--- src/sc_irq_dio_params.svh ---
// Constants of the smart card interrupt status and direct contact register block
// Behaviour
// - Raw status reads each source unmasked, bit 15 reads zero, writes ignored.
// - Raw bits: 14 tx tide down to 0 card inserted, fixed order.
// - Masked status uses raw layout, raw gated by mask, writes ignored.
// - Clear register is write-only; a 1 clears that pending bit, 0 nothing.
// - Clear bits exist only at 12:0; tide bits have no clear.
// - Activation mirror bits follow hardware during activation, deactivation, warm reset.
// - Deactivation is hardware only; activation writes during deactivation are ignored.
// - Activation bits 10:5 are read-only mirrors of contact control lines.
// - Activation bits 4:0 read/write: function code, data, clock, reset, supply.
// - Sync mode: function code follows override bit 5, reset follows bit 4.
// - Sync mode: override bits 3 and 2 at 0 force buffer enables low.
// - Sync mode: card clock from override bit 1; bit 0 at 0 pulls I/O low.
// - Sample register returns synchronised card clock in bit 1, I/O in bit 0.
// - In sync operation received bits never enter the receive FIFO.
// - Reserved upper bits of activation, override and sample registers read zero.
// - Mask bit 1 passes its interrupt, 0 blocks it; masks reset to 0.
// - One active-high combined interrupt is the OR of fifteen masked interrupts.
`ifndef SC_IRQ_DIO_PARAMS_SVH
`define SC_IRQ_DIO_PARAMS_SVH

// Register indices on the plain port
`define RAW_IRQ_STATUS_IDX    3'h0
`define IRQ_MASK_IDX          3'h1
`define MASKED_IRQ_STATUS_IDX 3'h2
`define IRQ_CLEAR_IDX         3'h3
`define CARD_ACT_CTL_IDX      3'h4
`define DIRECT_OVR_IDX        3'h5
`define DIRECT_SAMPLE_IDX     3'h6
`define CONTROL_ONE_IDX       3'h7

// Field positions
`define IRQ_NUM               15
`define IRQ_CLR_TOP           12
`define ACT_RW_W              5
`define OVR_W                 6
`define OVR_FCB_BIT           5
`define OVR_RST_BIT           4
`define OVR_CLK_ENABLE_CTL_BIT         3
`define OVR_IOEN_BIT          2
`define OVR_CLK_BIT           1
`define OVR_IO_BIT            0
`define ACT_FCB_BIT           4
`define ACT_IOEN_BIT          3
`define ACT_CLK_ENABLE_CTL_BIT         2
`define ACT_RST_BIT           1
`define ACT_PWR_BIT           0
`define CR1_SYNC_BIT          0
`define CR1_GO_BIT            1

// Reset values
`define IRQ_MASK_RST          15'h0000
`define ACT_RST_VAL           5'h00
`define OVR_RST_VAL           6'h00
`define REG_ZERO              16'h0000

`endif

--- src/sc_irq_dio_pkg.sv ---
// Types shared by the smart card interrupt status and direct contact block
package sc_irq_dio_pkg;
	typedef logic [15:0] reg_word_t;
	typedef logic [2:0]  reg_addr_t;
	typedef logic [14:0] irq_vec_t;
	typedef logic [4:0]  act_ctl_t;
	typedef logic [5:0]  ovr_t;
endpackage : sc_irq_dio_pkg

--- src/sc_irq_dio.sv ---
// Interrupt status, activation mirror and direct contact access registers
//
// Local design decisions: the register offsets and the address-and-strobe port.
`timescale 1ns/1ps
`include "sc_irq_dio_params.svh"

module sc_irq_dio (
	// Clock and reset
	input  wire logic                      i_clk,
	input  wire logic                      i_sys_rst,
	// Register port
	input  wire sc_irq_dio_pkg::reg_addr_t i_addr,
	input  wire sc_irq_dio_pkg::reg_word_t i_wdata,
	input  wire logic                      i_wr,
	input  wire logic                      i_rd,
	output logic [15:0]                    o_rdata,
	// Interrupt sources from the rest of the interface
	input  wire sc_irq_dio_pkg::irq_vec_t  i_irq_evt,
	output logic                           o_combined_irq,
	// Hardware activation sequencer
	input  wire logic                      i_seq_update,
	input  wire sc_irq_dio_pkg::act_ctl_t  i_seq_ctl,
	input  wire logic                      i_deact_busy,
	output logic                           o_auto_activation_go,
	// Normal transmit path and receiver
	input  wire logic                      i_gen_clk,
	input  wire logic                      i_tx_io,
	input  wire logic                      i_tx_io_drive,
	input  wire logic                      i_rx_char_valid,
	output logic                           o_rx_fifo_push,
	// Card contacts
	input  wire logic                      i_card_detect,
	input  wire logic                      i_card_clk,
	input  wire logic                      i_card_io,
	output logic                           o_card_clk,
	output logic                           o_card_clk_oe,
	output logic                           o_card_io,
	output logic                           o_card_io_oe,
	output logic                           o_card_power,
	output logic                           o_card_reset_out_n,
	output logic                           o_function_code_out,
	output logic                           o_card_clk_buf_en,
	output logic                           o_card_io_buf_en
);
	import sc_irq_dio_pkg::*;

	irq_vec_t  raw_r;
	irq_vec_t  raw_nxt;
	irq_vec_t  irq_mask_r;
	irq_vec_t  clr_vec;
	act_ctl_t  act_r;
	ovr_t      ovr_r;
	logic      sync_en_r;
	logic      go_r;
	reg_word_t rdata_r;
	reg_word_t rdata_nxt;
	logic      wr_clr;
	logic      wr_act;
	logic [2:0] sync1_r;
	logic [2:0] sync2_r;
	logic      clk_pin_nxt;
	logic      clk_oe_nxt;
	logic      io_oe_nxt;
	logic      rst_n_nxt;
	logic      fcb_nxt;
	logic      clk_buf_nxt;
	logic      io_buf_nxt;

	// Write strobe for one register index
	function automatic logic wr_hit(input logic wr, input reg_addr_t a, input reg_addr_t idx);
		wr_hit = wr && (a == idx);
	endfunction : wr_hit

	assign wr_clr = wr_hit(i_wr, i_addr, `IRQ_CLEAR_IDX);
	assign wr_act = wr_hit(i_wr, i_addr, `CARD_ACT_CTL_IDX);

	// Only 12:0 can be cleared; tide bits are levels with no clear
	always_comb begin
		clr_vec = '0;
		if (wr_clr) begin
			clr_vec[`IRQ_CLR_TOP:0] = i_wdata[`IRQ_CLR_TOP:0];
		end
	end

	// Event ORed in after the clear, so a coincident event survives
	always_comb begin
		raw_nxt = (raw_r & ~clr_vec) | i_irq_evt;
		raw_nxt[14:13] = i_irq_evt[14:13];
	end

	// Raw status, set only by hardware events; bits 12:0 cleared through the clear register, tide bits follow their sources
	always_ff @(posedge i_clk) begin
		if (i_sys_rst) begin
			raw_r <= '0;
		end else begin
			raw_r <= raw_nxt;
		end
	end

	// Mask register
	always_ff @(posedge i_clk) begin
		if (i_sys_rst) begin
			irq_mask_r <= `IRQ_MASK_RST;
		end else if (wr_hit(i_wr, i_addr, `IRQ_MASK_IDX)) begin
			irq_mask_r <= i_wdata[14:0];
		end
	end

	// Combinational level from the raw and mask flops, with no output flop
	assign o_combined_irq = |(raw_r & irq_mask_r);

	// Activation control: sequencer wins, software locked out in deactivation
	always_ff @(posedge i_clk) begin
		if (i_sys_rst) begin
			act_r <= `ACT_RST_VAL;
		end else if (i_seq_update) begin
			act_r <= i_seq_ctl;
		end else if (wr_act && !i_deact_busy) begin
			act_r <= i_wdata[4:0];
		end
	end

	// Override values for direct contact drive
	always_ff @(posedge i_clk) begin
		if (i_sys_rst) begin
			ovr_r <= `OVR_RST_VAL;
		end else if (wr_hit(i_wr, i_addr, `DIRECT_OVR_IDX)) begin
			ovr_r <= i_wdata[5:0];
		end
	end

	// Control one: sync mode enable and a one-cycle auto_activation_go pulse
	always_ff @(posedge i_clk) begin
		if (i_sys_rst) begin
			sync_en_r <= 1'b0;
			go_r      <= 1'b0;
		end else begin
			go_r <= wr_hit(i_wr, i_addr, `CONTROL_ONE_IDX) && i_wdata[`CR1_GO_BIT];
			if (wr_hit(i_wr, i_addr, `CONTROL_ONE_IDX)) begin
				sync_en_r <= i_wdata[`CR1_SYNC_BIT];
			end
		end
	end

	assign o_auto_activation_go = go_r;

	// Two-stage synchronisers for detect, card clock and card I/O
	always_ff @(posedge i_clk) begin
		if (i_sys_rst) begin
			sync1_r <= 3'h0;
			sync2_r <= 3'h0;
		end else begin
			sync1_r <= {i_card_detect, i_card_clk, i_card_io};
			sync2_r <= sync1_r;
		end
	end

	// Contact drive selection, normal or sync override
	always_comb begin
		clk_oe_nxt  = act_r[`ACT_PWR_BIT];
		if (sync_en_r) begin
			clk_pin_nxt = ovr_r[`OVR_CLK_BIT];
			io_oe_nxt   = !ovr_r[`OVR_IO_BIT];
			rst_n_nxt   = ovr_r[`OVR_RST_BIT];
			fcb_nxt     = ovr_r[`OVR_FCB_BIT];
			clk_buf_nxt = act_r[`ACT_CLK_ENABLE_CTL_BIT] && ovr_r[`OVR_CLK_ENABLE_CTL_BIT];
			io_buf_nxt  = act_r[`ACT_IOEN_BIT] && ovr_r[`OVR_IOEN_BIT];
		end else begin
			clk_pin_nxt = act_r[`ACT_CLK_ENABLE_CTL_BIT] && i_gen_clk;
			io_oe_nxt   = !act_r[`ACT_IOEN_BIT] || (i_tx_io_drive && !i_tx_io);
			rst_n_nxt   = act_r[`ACT_RST_BIT];
			fcb_nxt     = act_r[`ACT_FCB_BIT];
			clk_buf_nxt = act_r[`ACT_CLK_ENABLE_CTL_BIT];
			io_buf_nxt  = act_r[`ACT_IOEN_BIT];
		end
	end

	// Pin outputs from flops; I/O is open drain so its data is always low
	always_ff @(posedge i_clk) begin
		if (i_sys_rst) begin
			o_card_clk          <= 1'b0;
			o_card_clk_oe       <= 1'b0;
			o_card_io_oe        <= 1'b0;
			o_card_power        <= 1'b0;
			o_card_reset_out_n  <= 1'b0;
			o_function_code_out <= 1'b0;
			o_card_clk_buf_en   <= 1'b0;
			o_card_io_buf_en    <= 1'b0;
		end else begin
			o_card_clk          <= clk_pin_nxt;
			o_card_clk_oe       <= clk_oe_nxt;
			o_card_io_oe        <= io_oe_nxt;
			o_card_power        <= act_r[`ACT_PWR_BIT];
			o_card_reset_out_n  <= rst_n_nxt;
			o_function_code_out <= fcb_nxt;
			o_card_clk_buf_en   <= clk_buf_nxt;
			o_card_io_buf_en    <= io_buf_nxt;
		end
	end

	assign o_card_io = 1'b0;

	// Receiver output is blocked in sync operation
	assign o_rx_fifo_push = i_rx_char_valid && !sync_en_r;

	// Read multiplexer, reserved and unmapped bits zero
	always_comb begin
		rdata_nxt = `REG_ZERO;
		if (i_rd) begin
			case (i_addr)
				`RAW_IRQ_STATUS_IDX:    rdata_nxt[14:0] = raw_r;
				`IRQ_MASK_IDX:          rdata_nxt[14:0] = irq_mask_r;
				`MASKED_IRQ_STATUS_IDX: rdata_nxt[14:0] = raw_r & irq_mask_r;
				`CARD_ACT_CTL_IDX: begin
					rdata_nxt[10:0] = {sync2_r[2], !o_card_io_buf_en, !o_card_io_oe,
						o_card_clk, !o_card_clk_buf_en, !o_card_clk_oe, act_r};
				end
				`DIRECT_OVR_IDX:        rdata_nxt[5:0] = ovr_r;
				`DIRECT_SAMPLE_IDX:     rdata_nxt[1:0] = sync2_r[1:0];
				`CONTROL_ONE_IDX:       rdata_nxt[0] = sync_en_r;
				default:                rdata_nxt = `REG_ZERO;
			endcase
		end
	end

	// Read data stands only in the cycle after the strobe
	always_ff @(posedge i_clk) begin
		if (i_sys_rst) begin
			rdata_r <= `REG_ZERO;
		end else begin
			rdata_r <= rdata_nxt;
		end
	end

	assign o_rdata = rdata_r;

	// Checks on the logic above
	raw_sticky_a: assert property (@(posedge i_clk) disable iff (i_sys_rst)
		(wr_clr && i_wdata[0] && i_irq_evt[0]) |=> raw_r[0])
		else $error("raw bit lost when event met clear");

	raw_clear_a: assert property (@(posedge i_clk) disable iff (i_sys_rst)
		(wr_clr && i_wdata[3] && !i_irq_evt[3]) |=> !raw_r[3])
		else $error("raw bit not cleared by write of one");

	raw_hold_a: assert property (@(posedge i_clk) disable iff (i_sys_rst)
		(raw_r[12] && !i_irq_evt[12] && !(wr_clr && i_wdata[12])) |=> raw_r[12])
		else $error("raw bit dropped without clear");

	masked_read_a: assert property (@(posedge i_clk) disable iff (i_sys_rst)
		(i_rd && i_addr == `MASKED_IRQ_STATUS_IDX) |=>
		o_rdata == {1'b0, $past(raw_r) & $past(irq_mask_r)})
		else $error("masked status read wrong");

	mask_block_a: assert property (@(posedge i_clk) disable iff (i_sys_rst)
		(irq_mask_r == 15'h0000) |-> !o_combined_irq)
		else $error("interrupt out with all masks clear");

	mask_reset_a: assert property (@(posedge i_clk)
		$past(i_sys_rst) |-> irq_mask_r == 15'h0000)
		else $error("mask not zero after reset");

	deact_lock_a: assert property (@(posedge i_clk) disable iff (i_sys_rst)
		(wr_act && i_deact_busy && !i_seq_update) |=> $stable(act_r))
		else $error("activation write taken during deactivation");

	sync_clk_a: assert property (@(posedge i_clk) disable iff (i_sys_rst)
		sync_en_r |=> o_card_clk == $past(ovr_r[1]))
		else $error("card clock not from override");

	sync_io_a: assert property (@(posedge i_clk) disable iff (i_sys_rst)
		(sync_en_r && !ovr_r[0]) |=> o_card_io_oe)
		else $error("io not pulled low by override");

	sync_reset_a: assert property (@(posedge i_clk) disable iff (i_sys_rst)
		sync_en_r |=> o_card_reset_out_n == $past(ovr_r[4]))
		else $error("card reset not from override");

	sync_bufen_a: assert property (@(posedge i_clk) disable iff (i_sys_rst)
		(sync_en_r && !ovr_r[3]) |=> !o_card_clk_buf_en)
		else $error("clock buffer enable not forced low");

	fifo_block_a: assert property (@(posedge i_clk) disable iff (i_sys_rst)
		sync_en_r |-> !o_rx_fifo_push)
		else $error("receive push in sync mode");

	sample_path_a: assert property (@(posedge i_clk) disable iff (i_sys_rst)
		(i_rd && i_addr == `DIRECT_SAMPLE_IDX) |=> o_rdata[15:2] == 14'h0000)
		else $error("sample register upper bits not zero");

	read_window_a: assert property (@(posedge i_clk) disable iff (i_sys_rst)
		!i_rd |=> o_rdata == 16'h0000)
		else $error("read data outside its cycle");

	raw_write_a: assert property (@(posedge i_clk) disable iff (i_sys_rst)
		(i_wr && i_addr == `RAW_IRQ_STATUS_IDX && i_irq_evt == 15'h0000) |=>
		raw_r == {2'b00, $past(raw_r[12:0])})
		else $error("raw status changed by a write");

	tide_level_a: assert property (@(posedge i_clk) disable iff (i_sys_rst)
		1'b1 |=> raw_r[14:13] == $past(i_irq_evt[14:13]))
		else $error("tide bits do not follow their sources");

	raw_set_a: assert property (@(posedge i_clk) disable iff (i_sys_rst)
		(i_irq_evt[12:0] != 13'h0000) |=>
		(raw_r[12:0] & $past(i_irq_evt[12:0])) == $past(i_irq_evt[12:0]))
		else $error("event did not set its raw bit");

	raw_read_a: assert property (@(posedge i_clk) disable iff (i_sys_rst)
		(i_rd && i_addr == `RAW_IRQ_STATUS_IDX) |=> o_rdata == {1'b0, $past(raw_r)})
		else $error("raw status read wrong");

	masked_write_a: assert property (@(posedge i_clk) disable iff (i_sys_rst)
		(i_wr && i_addr == `MASKED_IRQ_STATUS_IDX) |=> $stable(irq_mask_r))
		else $error("masked status write took effect");

	clear_mask_a: assert property (@(posedge i_clk) disable iff (i_sys_rst)
		(wr_clr && i_irq_evt[12:0] == 13'h0000) |=>
		raw_r[12:0] == ($past(raw_r[12:0]) & ~$past(i_wdata[12:0])))
		else $error("clear did not act bit by bit");

	clear_read_a: assert property (@(posedge i_clk) disable iff (i_sys_rst)
		(i_rd && i_addr == `IRQ_CLEAR_IDX) |=> o_rdata == 16'h0000)
		else $error("clear register read not zero");

	tide_noclear_a: assert property (@(posedge i_clk) disable iff (i_sys_rst)
		(wr_clr && i_wdata[14:13] == 2'b11) |=> raw_r[14:13] == $past(i_irq_evt[14:13]))
		else $error("tide bit touched by clear");

	seq_load_a: assert property (@(posedge i_clk) disable iff (i_sys_rst)
		i_seq_update |=> act_r == $past(i_seq_ctl))
		else $error("sequencer value not mirrored");

	act_write_a: assert property (@(posedge i_clk) disable iff (i_sys_rst)
		(wr_act && !i_deact_busy && !i_seq_update) |=> act_r == $past(i_wdata[4:0]))
		else $error("activation write lost");

	mirror_read_a: assert property (@(posedge i_clk) disable iff (i_sys_rst)
		(i_rd && i_addr == `CARD_ACT_CTL_IDX) |=>
		(o_rdata[10] == $past(sync2_r[2])) && (o_rdata[5] == !$past(o_card_clk_oe)))
		else $error("activation mirror bits wrong");

	act_upper_a: assert property (@(posedge i_clk) disable iff (i_sys_rst)
		(i_rd && i_addr == `CARD_ACT_CTL_IDX) |=> o_rdata[15:11] == 5'h00)
		else $error("activation upper bits not zero");

	ovr_read_a: assert property (@(posedge i_clk) disable iff (i_sys_rst)
		(i_rd && i_addr == `DIRECT_OVR_IDX) |=> o_rdata == {10'h000, $past(ovr_r)})
		else $error("override read wrong");

	sample_read_a: assert property (@(posedge i_clk) disable iff (i_sys_rst)
		(i_rd && i_addr == `DIRECT_SAMPLE_IDX) |=> o_rdata[1:0] == $past(sync2_r[1:0]))
		else $error("sample bits not the synced lines");

	mask_write_a: assert property (@(posedge i_clk) disable iff (i_sys_rst)
		(i_wr && i_addr == `IRQ_MASK_IDX) |=> irq_mask_r == $past(i_wdata[14:0]))
		else $error("mask write lost");

	irq_level_a: assert property (@(posedge i_clk) disable iff (i_sys_rst)
		(|(raw_r & irq_mask_r)) |-> o_combined_irq)
		else $error("enabled interrupt not on combined output");

	sync_fcb_a: assert property (@(posedge i_clk) disable iff (i_sys_rst)
		sync_en_r |=> o_function_code_out == $past(ovr_r[5]))
		else $error("function code not from override");

	sync_iobuf_a: assert property (@(posedge i_clk) disable iff (i_sys_rst)
		(sync_en_r && !ovr_r[2]) |=> !o_card_io_buf_en)
		else $error("data buffer enable not forced low");

	norm_io_a: assert property (@(posedge i_clk) disable iff (i_sys_rst)
		(!sync_en_r && !act_r[`ACT_IOEN_BIT]) |=> o_card_io_oe)
		else $error("data not forced low with enable clear");

	norm_clk_a: assert property (@(posedge i_clk) disable iff (i_sys_rst)
		(!sync_en_r && !act_r[`ACT_CLK_ENABLE_CTL_BIT]) |=> !o_card_clk)
		else $error("card clock not forced low");

	power_pin_a: assert property (@(posedge i_clk) disable iff (i_sys_rst)
		1'b1 |=> o_card_power == $past(act_r[`ACT_PWR_BIT]))
		else $error("supply pin not from power bit");

	fifo_pass_a: assert property (@(posedge i_clk) disable iff (i_sys_rst)
		(!sync_en_r && i_rx_char_valid) |-> o_rx_fifo_push)
		else $error("receive push lost in normal mode");

endmodule : sc_irq_dio

--- config.mk ---
export PLATFORM = sky130hd
export DESIGN_NAME = sc_irq_dio
export DESIGN_NICKNAME = d
export VERILOG_FILES = /design/src/sc_irq_dio_pkg.sv /design/src/sc_irq_dio.sv
export VERILOG_INCLUDE_DIRS = /design/src /design/src/src
export SDC_FILE = /design/constraint.sdc
export NUM_CORES = 1
export LEC_CHECK = 0
export BUFFER_PORTS_ARGS = -buffer_cell sky130_fd_sc_hd__buf_2
export CORE_MARGIN = 2
export CORE_UTILIZATION = 47
export CTS_CLUSTER_DIAMETER = 50
export DETAILED_ROUTE_END_ITERATION = 10
export GPL_ROUTABILITY_DRIVEN = 1
export PLACE_DENSITY_LB_ADDON = 0.1
export SLEW_MARGIN = 20
export SYNTH_ARGS = -nofsm -noshare
export SYNTH_HDL_FRONTEND = slang
export SYNTH_SLANG_ARGS = --single-unit
--- constraint.sdc ---
create_clock -name i_clk -period 1.2 [get_ports i_clk]
set_input_delay 0.24 -clock i_clk [delete_from_list [all_inputs] [get_ports i_clk]]
set_output_delay 0.24 -clock i_clk [all_outputs]
set_load 0.01 [all_outputs]
**Word-level counts from Yosys, hierarchy flattened**

Index checks and enable logic that the tools add are counted.

- Equality and inequality tests: 7
- Multiplexer cells: 14
- Bitwise gates (word level): 5
- Reductions and logical operators: 26

Operators by type and width:

| cell | number |
|---|---|
| 4-bit case mux with 5 select lines | 1 |
| 5-bit case mux with 4 select lines | 1 |
| 15-bit bitwise AND | 1 |
| 15-bit OR reduction | 1 |
| 13-bit bitwise AND | 1 |
| 13-bit two-way mux | 1 |
| 13-bit NOT | 1 |
| 13-bit bitwise OR | 1 |
| 3-bit equality test, second input constant | 4 |
| 1-bit logical AND | 12 |
| 4-bit case mux with 3 select lines | 1 |
| 5-bit two-way mux | 2 |
| 1-bit logical NOT | 9 |
| 1-bit case mux with 7 select lines | 1 |
| 3-bit by 2-bit equality test with 1-bit output, second input constant | 2 |
| 1-bit two-way mux | 6 |
| 1-bit case mux with 6 select lines | 1 |
| 3-bit by 1-bit equality test with 1-bit output, second input constant | 1 |
| 3-bit logical NOT | 1 |
| 2-bit nonzero test | 1 |
| 2-bit OR reduction | 1 |
| 1-bit logical OR | 1 |
| 1-bit NOT | 1 |

- Bits in registers: 72
- Output and inout port bits: 28

**Logic depth before layout (Yosys ltp)**

- Depth in word-level cells: 6
- Mapped depth: 7
- Mapped depth without buffers: 4

**Least setup slack after synthesis**

OpenSTA, ideal clock, no wires.

- Kind: reg2out
- Start: register raw_r[14]
- End: output o_combined_irq
- Arrival time: 1.025 ns
- Path slack: -0.065 ns
- Stages on the path, launching flop included: 5
- Buffers on the path: 0
- Cells stage by stage: dfxtp_1 > a22o_1 > a221oi_1 > and4_1 > nand4_1

- Word-level cells in the longest chain between the ends: 2

RTL lines:

| what | line | RTL |
|---|---|---|
| start, declared | sc_irq_dio.sv:47 | `irq_vec_t raw_r;` |
| start signal, assigned | sc_irq_dio.sv:96 | `raw_r <= raw_nxt;` |
| 15-bit bitwise AND | sc_irq_dio.sv:110 | `assign o_combined_irq = \|(raw_r & irq_mask_r);` |
| 15-bit OR reduction | sc_irq_dio.sv:110 |  |
| end, declared | sc_irq_dio.sv:19 | `output logic o_combined_irq,` |

Every way passes these cells.

**Final worst setup path**

Same ends and word-level chain as after synthesis.

==> tab_implementation.tex <==
\begin{tabular}{lr}
\hline
Metric & Value \\
\hline
\multicolumn{2}{l}{\textbf{Run status}} \\
\quad Outcome & finished, violations left \\
\quad Violated checks & setup timing \\
\multicolumn{2}{l}{\textbf{Critical path}} \\
\quad Capture point of the worst reg-to-reg path & o\_rdata[4] \\
\quad Endpoint arrival time on the critical path & 1560 ps \\
\quad Cells along the critical path & a22o\_1, a221oi\_2, and4\_1, nand4\_1, buf\_2 \\
\quad Critical Path Max Stage Delay & 320 ps \\
\quad Crit. End Element & output port \\
\quad Slowest stage cell, crit path & sky130\_fd\_sc\_hd\_\_dfxtp\_2 \\
\quad Worst R2R Setup Slack & 60 ps \\
\quad Required @ worst endpoint & 960 ps \\
\quad Family with the most delay on the worst path & compound AO/OA/AOI/OAI gates \\
\quad Beginning of the worst register-to-register path & irq\_mask\_r[4] \\
\quad Critical path class & reg2out \\
\quad Sum of buffers and inverters on the critical path & 1 \\
\quad Largest fanout of any net on the critical path & 2 \\
\quad Kind of start point of the critical path & flop \\
\quad Count of cells along the worst register-to-register path & 4 \\
\multicolumn{2}{l}{\textbf{Timing}} \\
\quad Count of endpoints failing hold in the final timing report & 0 \\
\quad Post-layout minimum cycle time & 1800 ps \\
\quad Final worst-path setup slack & -600.0 ps \\
\quad Slew Viols, Final & 0 \\
\quad Hold\_ws & 95.77 ps \\
\quad Number of endpoints failing setup at the final stage & 1 \\
\quad Setup repair after global routing missed its margin & yes \\
\quad Final critical-path share of the clock period & 150.0\% \\
\quad Fmax & 555.5 MHz \\
\quad Setup Skew & 9.223 ps \\
\multicolumn{2}{l}{\textbf{Floorplan}} \\
\quad Die area & 0.006977 sq mm \\
\quad Die height & 83.53 microns \\
\quad Effective utilization at floorplan & 49.34\% \\
\quad Number of top-level pins & 80 \\
\quad Core area & 0.006026 sq mm \\
\quad Core Rows & 28 \\
\quad DIE WIDTH & 83.53 microns \\
\multicolumn{2}{l}{\textbf{Clock network}} \\
\quad Cts-stage hold buffer count & 0 \\
\quad TritonCTS clock tree & done \\
\quad CTS root buffer & sky130\_fd\_sc\_hd\_\_clkbuf\_8 \\
\quad Clock Path Buffers & 2 \\
\quad Number of clock sinks & 71 \\
\quad Worst-path clk slew & 70 ps \\
\quad Total CTS buffers & 9 \\
\quad Worst-Skew Late Latency & 350 ps \\
\quad H-tree depth reported by CTS & 3 \\
\multicolumn{2}{l}{\textbf{Pwr}} \\
\quad Reported net switching power & 1276 uW \\
\quad Leakage power & 0.001737 uW \\
\quad Total power density per cell area & 1283 mW/mm\^{}2 \\
\quad Portion of total power attributed to combinational logic & 11.9\% \\
\quad Power share of the sequential group & 50.5\% \\
\quad Largest vdd supply drop & 859.5 uV \\
\quad Int Power & 3694 uW \\
\quad Switching portion of total power & 25.68\% \\
\quad Clock network fraction of design power & 37.6\% \\
\multicolumn{2}{l}{\textbf{Synth}} \\
\quad Share of synthesized cell area in and, or, nand and nor gates & 22.73\% \\
\quad Number of instances in the synthesized netlist & 348 \\
\quad Post-synthesis xor/xnor area fraction & 0\% \\
\quad Part of the Yosys area used for sequential elements & 47.81\% \\
\quad Total standard cell area after synthesis & 0.002973 sq mm \\
\quad Cell variety after synth & 42 \\
\quad Yosys warnings & 0 \\
\quad Cell types with the largest area share after synthesis & sky130\_fd\_sc\_hd\_\_dfxtp\_1, sky130\_fd\_sc\_hd\_\_a21oi\_1, sky130\_fd\_sc\_hd\_\_nand2\_1, sky130\_fd\_sc\_hd\_\_nor2b\_1, sky130\_fd\_sc\_hd\_\_nor2\_1 \\
\quad Synthesized-area fraction occupied by ao, oa, aoi and oai cells & 17.05\% \\
\quad Synthesized area divided by synthesized cell count & 8.543 sq um \\
\quad Adder-cell share of the synthesized area & 0.3367\% \\
\quad Post-synthesis register bit count & 71 \\
\quad Main combinational cell family by area after synthesis & simple AND/OR/NAND/NOR gates \\
\quad Leading area contributor after synthesis & sky130\_fd\_sc\_hd\_\_dfxtp\_1 \\
\quad Area fraction of the dominant cell type after synthesis & 47.81\% \\
\quad Multiplexer share of the synthesized area & 5.976\% \\
\multicolumn{2}{l}{\textbf{Global route}} \\
\quad Maximum number of pins on one net before global-route repair & 33 \\
\quad Global routing usage summed across all routing layers & 23.35\% \\
\quad Number of global-route vias before repair & 2,518 \\
\quad Final global-route overflow total & 0 \\
\quad Antenna violations before repair & 0 \\
\quad First-pass GRT wire length & 12,880 microns \\
\multicolumn{2}{l}{\textbf{Min path}} \\
\quad HP Class & in2reg \\
\quad Cell count of the worst hold path & 3 \\
\quad End of the worst hold path & raw\_r[10] \\
\quad Hold Crit Start & i\_irq\_evt[10] \\
\multicolumn{2}{l}{\textbf{Layout}} \\
\quad Total of fill cells in the finished design & 551 \\
\quad Post-synthesis to final-layout area growth & 30.30\% \\
\quad Commonest cells after routing, fill and taps aside & sky130\_fd\_sc\_hd\_\_buf\_2, sky130\_fd\_sc\_hd\_\_dfxtp\_1, sky130\_fd\_sc\_hd\_\_nand2\_1 \\
\quad Diode count & 0 \\
\quad Number of nets at the end of the flow & 507 \\
\quad Final Core Density & 64.29\% \\
\quad Share of layout cells above drive strength 1 & 32.17\% \\
\quad Most common cell after layout, fill and taps aside & sky130\_fd\_sc\_hd\_\_buf\_2 \\
\quad Area of all sequential standard cells & 0.001424 sq mm \\
\quad Area occupied by multi-input gates & 0.001385 sq mm \\
\multicolumn{2}{l}{\textbf{Detailed routing}} \\
\quad Detailed Route Iter0 Violations & 134 \\
\quad Pre-Repair DR Iteration Count & 5 \\
\quad Via count & 2,765 \\
\quad Number of vias per cell after detailed routing & 5.168 \\
\quad Routed wire length & 8047 microns \\
\quad Number of antenna-violating nets in the routed design & 0 \\
\quad Drt wl/cell & 15.04 microns \\
\quad Total DRC errors in the routed layout & 0 \\
\multicolumn{2}{l}{\textbf{Placed design}} \\
\quad Count of port buffers added during placement & 76 \\
\quad Post-DP HPWL & 5887 microns \\
\quad Weighted congestion reported at the end of routability-driven placement & 0.8660 \\
\multicolumn{2}{l}{\textbf{Run}} \\
\quad Max-capacitance violation count & 0 \\
\hline
\end{tabular}
[cell type report]
| class | instances | area share (%) |
|---|---|---|
| clock buffer | 10 | 3.295 |
| clock inverter | 6 | 1.583 |
| inverter | 9 | 0.8721 |
| multi-input combinational | 244 | 35.76 |
| sequential | 71 | 36.76 |
| tap | 75 | 2.422 |
| timing repair buffer | 120 | 19.32 |
[sequential cells by signal, summed over array words and instances (netlist names)]
signal                flops
irq_mask_r               15
o_rdata                  15
raw_r                    15
ovr_r                     6
act_r                     5
sync1_r                   3
sync2_r                   3
o_auto_activation_go      1
o_card_clk                1
o_card_clk_buf_en         1
o_card_io_buf_en          1
o_card_io_oe              1
o_card_power              1
o_card_reset_out_n        1
o_function_code_out       1
sync_en_r                 1
[power groups by stage]
stage / Clock [uW] / Combinational [uW] / Sequential, uW
after global placement: 0 / 580 / 2560
after global routing: 2020 / 651 / 2520
final: 1870 / 591 / 2510
after CTS: 1890 / 592 / 2510
after floorplan: 0 / 300 / 2560
after detailed placement: 0 / 588 / 2560
[what timing repair did]
| item | in CTS | in global routing |
|---|---|---|
| gates resized for setup | 2 | 4 |
| endpoints found under the setup margin | 2 | 3 |
| endpoints found under the hold margin | 0 | 0 |
| pin swaps | 0 | 1 |
| setup buffers | 1 | 0 |
[synthesized netlist by cell type, drive strengths merged]
master and count:
or2 2, a31oi 2, clkbuf 9, a21oi 50, and4b 2, and3 2, o21a 5, nor3b 3
nor2b 24, maj3 1, a22oi 3, and4 1, and3b 1, nand4b 1, a211oi 1, conb 1
a22o 1, buf 16, nand3 2, inv 9, o22a 1, nand4 2, o21ai 12, nor2 33
nand2b 3, a221oi 7, a222oi 1, nand3b 1, dfxtp 71, mux2i 11, mux4 3, o32ai 1
nand2 63, o22ai 3
[layer usage]
metal,track usage (%),routed length (microns)
met3,5.242,527
met1,32.40,3653
met4,7.918,108
met2,36.07,3758
met5,0,0
[per-stage QoR]
stage | cells | setup slack (ps) | TNS (ps) | total power [uW] | area (sq um)
after floorplan | 349 | -56.62 | -56.62 | 2857 | 2989
after global placement | 519 | -211.4 | -5152 | 3140 | 3676
after CTS | 536 | -585.6 | -644.6 | 4988 | 3877
after global routing | 535 | -641.7 | -647.0 | 5188 | 3874
after detailed placement | 519 | -209.3 | -5379 | 3150 | 3676
final | 535 | -600.0 | -600.0 | 4970 | 3874
[worst max-delay path by stage]
| stage | startpoint | end | slack [ps] | depth (start not counted) |
|---|---|---|---|---|
| 2_1_floorplan | raw_r[14] | o_combined_irq | -60 | 4 |
| 3_3_place_gp | raw_r[14] | o_combined_irq | -210 | 5 |
| 3_5_place_dp | raw_r[14] | o_combined_irq | -210 | 5 |
| 4_1_cts | raw_r[14] | o_combined_irq | -590 | 5 |
| 5_1_grt | raw_r[14] | o_combined_irq | -640 | 5 |
| 6_report | raw_r[14] | o_combined_irq | -600 | 5 |
[worst reg2reg max path, stage by stage (launching register included)]
cell and delay (ps):
sky130_fd_sc_hd__dfxtp_1 320, sky130_fd_sc_hd__buf_4 140, sky130_fd_sc_hd__mux4_2 440, sky130_fd_sc_hd__inv_1 70
sky130_fd_sc_hd__o22ai_1 70
[cells by family (layout without fill, tap and decap cells)]
family                     count (synthesis)  after routing
buffers and inverters                     34            145
AOI/OAI and AO/OA                         87             87
and+or+nand+nor                          140            140
adders and majority gates                  1              1
other                                      1              2
muxes                                     14             14
DFF                                       71             71
Note: power is estimated with default switching activity, not from simulation.
